==> config.mk <==
export PLATFORM = sky130hd
export DESIGN_NAME = power_clock_wake_manager
export DESIGN_NICKNAME = d
export VERILOG_FILES = /design/src/pin_sync.v /design/src/idle_timer.v /design/src/power_clock_wake_manager.v
export VERILOG_INCLUDE_DIRS = /design/src /design/src/src
export SDC_FILE = /design/constraint.sdc
export NUM_CORES = 1
export LEC_CHECK = 0
export ABC_AREA = 1
export BUFFER_PORTS_ARGS = -buffer_cell sky130_fd_sc_hd__buf_2
export CAP_MARGIN = 10
export CORE_MARGIN = 8
export CORE_UTILIZATION = 40
export DETAILED_ROUTE_END_ITERATION = 16
export HOLD_SLACK_MARGIN = 0.03
export PLACE_DENSITY = 0.6
export SLEW_MARGIN = 15
export SYNTH_ARGS = -nofsm -noshare
export SYNTH_HDL_FRONTEND = slang
export SYNTH_HIERARCHICAL = 1
export SYNTH_SLANG_ARGS = --single-unit
==> constraint.sdc <==
create_clock -name clk -period 5.7 [get_ports clk]
set_input_delay 1.14 -clock clk [delete_from_list [all_inputs] [get_ports clk]]
set_output_delay 1.14 -clock clk [all_outputs]
set_load 0.03 [all_outputs]
==> src/pcw_consts.vh <==
// constants for the power, clock and wake manager
`ifndef PCW_CONSTS_VH
`define PCW_CONSTS_VH
// ---------------------------------------------------------------
// clock
// ---------------------------------------------------------------
`define CLK_HZ            20000000
`define IDLE_TIME_S       5
// CLK_HZ times IDLE_TIME_S, sized to the timer width
`define IDLE_CYCLES       27'h5F5E100
`define IDLE_CNT_W        27
// ---------------------------------------------------------------
// operating clock selection codes
// ---------------------------------------------------------------
`define SEL_48MHZ         2'h0
`define SEL_24MHZ         2'h1
`define SEL_12MHZ         2'h2
`define DIV_48MHZ         4'h1
`define DIV_24MHZ         4'h2
`define DIV_12MHZ         4'h4
`define IDLE_CLK_HZ       30000
// ---------------------------------------------------------------
// parameter word layout (fuse and eeprom)
// ---------------------------------------------------------------
`define PARAM_W           32
`define P_IDLE_EN         0
`define P_RI_WAKE_EN      1
`define P_CLK_SEL_LSB     2
`define P_PIN_FN_LSB      4
`define PIN_COUNT         14
`define PIN_FN_W          14
`define PIN_FN_WAKE       0
`define PIN_FN_RI         1
// pin function bit set: 1 selects ri at the ri pin, 0 selects wake at the wake pin
`define PIN_WAKE_IDX      8
`define PIN_RI_IDX        11
`define PARAM_RESET       32'h00000000
// ---------------------------------------------------------------
// start-up eeprom probe
// ---------------------------------------------------------------
`define EE_TIMEOUT        16'h0FA0
`endif

==> src/pin_sync.v <==
// two-stage synchroniser for a group of pin inputs
`timescale 1ns/1ps
module pin_sync #(
  parameter W = 1
) (
  input  wire         clk,
  input  wire         rst_n,
  input  wire [W-1:0] d,
  output wire [W-1:0] q
);
  reg [W-1:0] meta_q;
  reg [W-1:0] sync_q;

  always @(posedge clk) begin
    if (!rst_n) begin
      meta_q <= {W{1'b0}};
      sync_q <= {W{1'b0}};
    end else begin
      meta_q <= d;
      sync_q <= meta_q;
    end
  end

  assign q = sync_q;
endmodule

==> src/idle_timer.v <==
// inactivity timer that flags a long quiet period
`timescale 1ns/1ps
`include "pcw_consts.vh"
module idle_timer #(
  parameter [`IDLE_CNT_W-1:0] LIMIT = `IDLE_CYCLES
) (
  input  wire clk,
  input  wire rst_n,
  input  wire enable,
  input  wire activity,
  output reg  expired
);
  reg [`IDLE_CNT_W-1:0] cnt_q;

  always @(posedge clk) begin
    if (!rst_n) begin
      cnt_q   <= {`IDLE_CNT_W{1'b0}};
      expired <= 1'b0;
    end else if (!enable || activity) begin
      cnt_q   <= {`IDLE_CNT_W{1'b0}};
      expired <= 1'b0;
    end else if (cnt_q >= LIMIT - 1'b1) begin
      expired <= 1'b1;
    end else begin
      cnt_q <= cnt_q + 1'b1;
    end
  end
endmodule

==> src/power_clock_wake_manager.v <==
// power, clock selection, idle, suspend and remote wake manager
//
// Overview of operation
// - operating clock runs at 48, 24 or 12 MHz as selected
// - idle mode allowed only when stored parameter enables it
// - idle: drop to 30 kHz after 5 s with no data movement
// - any uart receive activity ends idle, full chip back to normal
// - usb suspend gates clock to most digital logic
// - while suspended with host permission, wake pin assertion drives usb resume signalling, only if pin is wake
// - ring indicator wakes too, only if pin is ri and enabled
// - at power-up probe eeprom, load parameters, then operate by them
// - eeprom parameters take precedence over fuse parameters
// - each of 14 pin functions set from parameters or usb commands
// - clocks derive from 48 MHz oscillator, chosen by usb command
// - during start-up two pins act as i2c lines to the eeprom
`timescale 1ns/1ps
`include "pcw_consts.vh"
module power_clock_wake_manager #(
  parameter [`IDLE_CNT_W-1:0] IDLE_LIMIT = `IDLE_CYCLES
) (
  input  wire                  clk,
  input  wire                  rst_n,
  input  wire [`PARAM_W-1:0]   fuse_params,
  input  wire                  ee_present,
  input  wire                  ee_done,
  input  wire [`PARAM_W-1:0]   ee_params,
  output reg                   ee_probe,
  output reg                   ee_i2c_en,
  output reg                   config_done,
  input  wire                  cmd_clk_valid,
  input  wire [1:0]            cmd_clk_sel,
  input  wire                  cmd_pin_valid,
  input  wire [`PIN_FN_W-1:0]  cmd_pin_fn,
  input  wire                  data_xfer,
  input  wire                  uart_rx,
  input  wire                  usb_suspend,
  input  wire                  remote_wake_allowed,
  input  wire                  host_resume_request_pin,
  input  wire                  ring_indicator_input,
  output reg  [`PIN_FN_W-1:0]  pin_function,
  output reg  [1:0]            clk_sel,
  output reg  [3:0]            clk_div,
  output reg                   idle_clk_on,
  output reg                   core_clk_gate,
  output reg                   resume_drive,
  output reg                   idle_active
);
  // ---------------------------------------------------------------
  // divide ratio from a selection code
  // ---------------------------------------------------------------
  function [3:0] sel_to_div;
    input [1:0] s;
    begin
      case (s)
        `SEL_24MHZ: sel_to_div = `DIV_24MHZ;
        `SEL_12MHZ: sel_to_div = `DIV_12MHZ;
        default:    sel_to_div = `DIV_48MHZ;
      endcase
    end
  endfunction

  // an unused code falls back to full speed rather than stall
  function [1:0] legal_sel;
    input [1:0] s;
    begin
      legal_sel = (s == 2'h3) ? `SEL_48MHZ : s;
    end
  endfunction

  // ---------------------------------------------------------------
  // pin synchronisers
  // ---------------------------------------------------------------
  wire [3:0] pins_s;
  pin_sync #(
    .W (4)
  ) u_sync (
    .clk   (clk),
    .rst_n (rst_n),
    .d     ({uart_rx, host_resume_request_pin,
             ring_indicator_input, usb_suspend}),
    .q     (pins_s)
  );
  wire rx_s      = pins_s[3];
  wire wake_s    = pins_s[2];
  wire ri_s      = pins_s[1];
  wire suspend_s = pins_s[0];

  reg rx_prev_q;
  reg wake_prev_q;
  reg ri_prev_q;

  // ---------------------------------------------------------------
  // start-up configuration
  // ---------------------------------------------------------------
  localparam ST_PROBE = 2'h0;
  localparam ST_LOAD  = 2'h1;
  localparam ST_RUN   = 2'h2;

  reg [1:0]          st_q;
  reg [15:0]         probe_cnt_q;
  reg [`PARAM_W-1:0] params_q;

  wire idle_en    = params_q[`P_IDLE_EN];
  wire ri_wake_en = params_q[`P_RI_WAKE_EN];

  always @(posedge clk) begin
    if (!rst_n) begin
      st_q        <= ST_PROBE;
      probe_cnt_q <= 16'h0000;
      params_q    <= `PARAM_RESET;
      ee_probe    <= 1'b0;
      ee_i2c_en   <= 1'b0;
      config_done <= 1'b0;
    end else begin
      case (st_q)
        ST_PROBE: begin
          ee_probe    <= 1'b1;
          ee_i2c_en   <= 1'b1;
          probe_cnt_q <= probe_cnt_q + 16'h0001;
          if (ee_present) begin
            st_q <= ST_LOAD;
          end else if (probe_cnt_q >= `EE_TIMEOUT) begin
            // no eeprom answered: the fuse store alone applies
            params_q    <= fuse_params;
            ee_probe    <= 1'b0;
            ee_i2c_en   <= 1'b0;
            config_done <= 1'b1;
            st_q        <= ST_RUN;
          end
        end
        ST_LOAD: begin
          if (ee_done) begin
            params_q    <= ee_params;
            ee_probe    <= 1'b0;
            ee_i2c_en   <= 1'b0;
            config_done <= 1'b1;
            st_q        <= ST_RUN;
          end
        end
        ST_RUN: begin
          st_q <= ST_RUN;
        end
        default: begin
          st_q <= ST_PROBE;
        end
      endcase
    end
  end

  wire running = (st_q == ST_RUN);
  // parameters land one cycle after the word is stored
  reg  loaded_q;

  // ---------------------------------------------------------------
  // pin functions and clock selection
  // ---------------------------------------------------------------
  always @(posedge clk) begin
    if (!rst_n) begin
      pin_function <= {`PIN_FN_W{1'b0}};
      clk_sel      <= `SEL_48MHZ;
      loaded_q     <= 1'b0;
    end else if (!loaded_q) begin
      loaded_q     <= running;
      pin_function <= params_q[`P_PIN_FN_LSB +: `PIN_FN_W];
      clk_sel <= legal_sel(params_q[`P_CLK_SEL_LSB +: 2]);
    end else begin
      if (cmd_pin_valid) begin
        pin_function <= cmd_pin_fn;
      end
      if (cmd_clk_valid) begin
        clk_sel <= legal_sel(cmd_clk_sel);
      end
    end
  end

  // ---------------------------------------------------------------
  // idle and suspend
  // ---------------------------------------------------------------
  // gated by running: the synchroniser leaves reset low against an idle
  // high line, which would look like an edge
  wire rx_edge = (rx_s ^ rx_prev_q) & running;
  wire idle_expired;

  idle_timer #(
    .LIMIT (IDLE_LIMIT)
  ) u_idle (
    .clk      (clk),
    .rst_n    (rst_n),
    .enable   (running & idle_en & ~suspend_s),
    .activity (data_xfer | rx_edge),
    .expired  (idle_expired)
  );

  wire wake_rise = wake_s & ~wake_prev_q;
  wire ri_rise   = ri_s & ~ri_prev_q;
  wire ri_wake   = ri_rise & ri_wake_en
                 & pin_function[`PIN_RI_IDX];
  wire pin_wake  = wake_rise
                 & ~pin_function[`PIN_WAKE_IDX];

  always @(posedge clk) begin
    if (!rst_n) begin
      rx_prev_q     <= 1'b0;
      wake_prev_q   <= 1'b0;
      ri_prev_q     <= 1'b0;
      idle_active   <= 1'b0;
      idle_clk_on   <= 1'b0;
      core_clk_gate <= 1'b0;
      resume_drive  <= 1'b0;
      clk_div       <= `DIV_48MHZ;
    end else begin
      rx_prev_q   <= rx_s;
      wake_prev_q <= wake_s;
      ri_prev_q   <= ri_s;
      // rx activity wins over a timer expiry in the same cycle
      if (rx_edge || !idle_en) begin
        idle_active <= 1'b0;
      end else if (idle_expired) begin
        idle_active <= 1'b1;
      end
      idle_clk_on   <= idle_active & ~suspend_s;
      core_clk_gate <= suspend_s;
      clk_div       <= sel_to_div(clk_sel);
      // resume drive only while suspended; host permission required
      resume_drive  <= suspend_s & remote_wake_allowed
                     & (pin_wake | ri_wake
                        | (resume_drive & wake_s));
    end
  end
endmodule

==> metrics.txt <==
outcome=complete, no violations; diode count=0; Worst-Margin Slew=0.9485 ns; worst clock skew=0.007130 ns; VDD IR max=0.1322 mV; Initial Util=40.66%; row cnt=43; syn nets=964; Final Slew Violations=0; area fraction of the dominant cell type after synthesis=35.97%; Clock Path Buffers=2; hold_sp=u_sync/meta_q[1]; Post-Layout Cell Count=1113; final critical-path share of the clock period=53.22%; Hold WC Path Type=flop to flop; full die area=0.01810 mm²; first-pass GRT wire length=22.41 mm; CP required=5.95 ns; Final Wtd Congestion=0.8750; worst reg2reg path depth=9; Final HPWL DP=9.647 mm; hold path depth=2; TritonRoute pass-1 iters=7; RSZ-0062 raised after global routing=no; WL/cell=11.94 µm; dominant synthesized flop cell=dfxtp_1; core area=0.01383 mm²; Cells after Synth=863; Leak Pwr=2.902 nW; Placed Instances=1097; Root Buffer=clkbuf_16; r2r startpoint=st_q[0]; Yosys Warn Count=6; H-tree Lvls=3; CP Capture Type=flop; synthesis-stage register bit count=101; setup bufs post-CTS=0; total track usage=15.03%; synthesis-to-finish area growth=13.04%; top cells by area, synth=dfxtp_1 (36%), nand2_1 (15%), inv_1 (9.2%); GR Overflow Total=0; synthesized area=0.005622 mm²; Clock transition at path regs=0.07 ns; PwrDens=283.6 mW/mm²; Setup TNS=0 ns; initial antenna violation count=0; width of the die=134.6 µm; Nets=1029; Routed Antenna Nets=0; Startpoint Class=flop; crit path DAT=3.29 ns; via count=5130; port buffer count=89; Hold Fails Final Rpt=0; vias in the first global route=4696; Final Routed Wirelength=13.29 mm; post-cts resize count=0; initial DRC count=344; Hold WS=0.4107 ns; TritonCTS clock tree=yes; Design Power=0.001802 W; Worst Hold Path EP=u_sync/q[1]; Vias/cell=4.609; critical path type=flop to flop; num ports=119; Multi-input gate area=0.002825 mm²; Reg area=0.002022 mm²; Fmax achieved=329.6 MHz; crit path max fanout=17; Final Critical Period=3.034 ns; dpl cell area=0.006077 mm²; Critical R2R Capture=u_idle/cnt_q[6]; Clk Latency, worst-skew pair=0.34 ns; ys async rst share=0%; Netlist cell types=40; die height=134.6 µm; Synth area leader=dfxtp_1; part of the Yosys area used for sequential elements=35.97%; fin area=0.006355 mm²; clock buffer count from CTS=9; TritonCTS Sinks=101; mean post-synth cell area=6.514 µm²; Max Cap Viol=0; worst reg-to-reg setup slack=2.67 ns; final setup violation count=0; DRC Markers=0; Slew HR=36.68%; filler cell count=1468; EDFF count, synth=0; layout cells sized above 1=15.76%; Post-CTS Hold Buffers=0; pin count of the biggest net entering global routing=62
-- power by group --
part,internal (W),switching [W],total [W],leakage (nW)
registers,0.000773,0.0000402,0.000813,0.821
logic,0.000134,0.000274,0.000408,1.94
clock network,0.000311,0.000270,0.000581,0.137
total,0.00122,0.000584,0.00180,2.90
-- logic make-up (layout without fill, tap and decap cells) --
kind of cell	Yosys count	in the layout	synth area share, %
xor+xnor	9	9	1.402
buf+inv	183	253	13.78
compound gates	95	95	10.22
other cells	1	1	0.06671
simple gates	465	465	36.57
flops	101	101	35.97
fa+ha+maj	9	9	2.003
-- cells in the final DEF, fill, tap and decap left out, types with 2 or more instances in the layout --
cell	n
clkinv_4	2
ha_1	9
nand3_2	4
buf_2	89
nor2_1	109
inv_2	8
nor2_4	6
a21oi_1	40
o221ai_1	7
o21ai_0	23
nand3_1	56
nand2_1	228
nor3b_1	2
nand2_2	5
nor4_1	2
nor3_1	6
or2_2	2
xnor2_1	3
inv_1	138
nand4_1	27
dfxtp_1	101
clkbuf_16	9
xor2_1	6
clkbuf_1	2
nor2_2	13
o21bai_1	2
a21boi_0	18
-- how the worst max path moves through the flow --
stage | start | endpoint | slack (ns) | depth (start not counted)
finish | st_q[0] | u_idle/cnt_q[6] | 2.67 | 9
global route | st_q[0] | u_idle/cnt_q[22] | 2.32 | 9
CTS | st_q[0] | u_idle/cnt_q[6] | 2.64 | 9
detailed placement | data_xfer | u_idle/cnt_q[16] | 2.36 | 5
global placement | data_xfer | u_idle/cnt_q[19] | 2.40 | 5
floorplan | data_xfer | u_idle/cnt_q[0] | 3.54 | 5
-- layout make-up --
class / count / area share, %
clock buffer: 12 / 3.879
sequential: 101 / 31.82
tap: 180 / 3.544
multi-input combinational: 579 / 44.46
timing repair buffer: 90 / 7.127
clock inverter: 4 / 0.4922
inverter: 147 / 8.683
-- cells in the mapped netlist, types with 7 or more instances --
master and n:
a21boi_0 18, nand2_1 228, o21ai_0 23, ha_1 9
nand4_1 27, buf_2 12, nor2_2 13, a21oi_1 40
inv_2 8, inv_1 138, nor2_1 109, clkbuf_1 11
nand3_1 56, buf_6 7, dfxtp_1 101, o221ai_1 7
-- per-stage QoR --
| stage | worst slack, ns | util, % |
|---|---|---|
| 2_1_floorplan | 3.543 | - |
| 3_3_place_gp | 2.397 | 43.95 |
| 3_5_place_dp | 2.362 | 43.95 |
| 4_1_cts | 2.639 | 45.96 |
| 5_1_grt | 2.322 | 45.96 |
| 6_report | 2.666 | 45.96 |
-- layer usage --
| layer | global-route usage [%] | vias to the layer above | routed length, µm |
|---|---|---|---|
| met2 | 23.65 | 105 | 5888 |
| li1 | - | 2798 | - |
| met1 | 19.81 | 2211 | 6420 |
| met5 | 0 | - | 0 |
| met4 | 5.427 | 0 | 221 |
| met3 | 3.195 | 16 | 762 |
-- worst max-delay path, stage by stage, from the launching register on --
cell	delay [ns]
dfxtp_1	0.38
inv_1	0.08
ha_1	0.20
inv_1	0.13
a21oi_1	0.06
o21a_1	0.11
or2_2	0.27
nor2_1	0.66
clkinv_1	0.75
a21oi_1	0.31
-- state kept, by name, summed over array words and instances (netlist names), 2 cells and up --
| signal | cells |
|---|---|
| u_idle/cnt_q | 27 |
| params_q | 18 |
| probe_cnt_q | 16 |
| pin_function | 14 |
| u_sync/meta_q | 4 |
| u_sync/q | 4 |
| clk_div | 3 |
| clk_sel | 2 |
| st_q | 2 |
(Power assumes the default switching activity.)
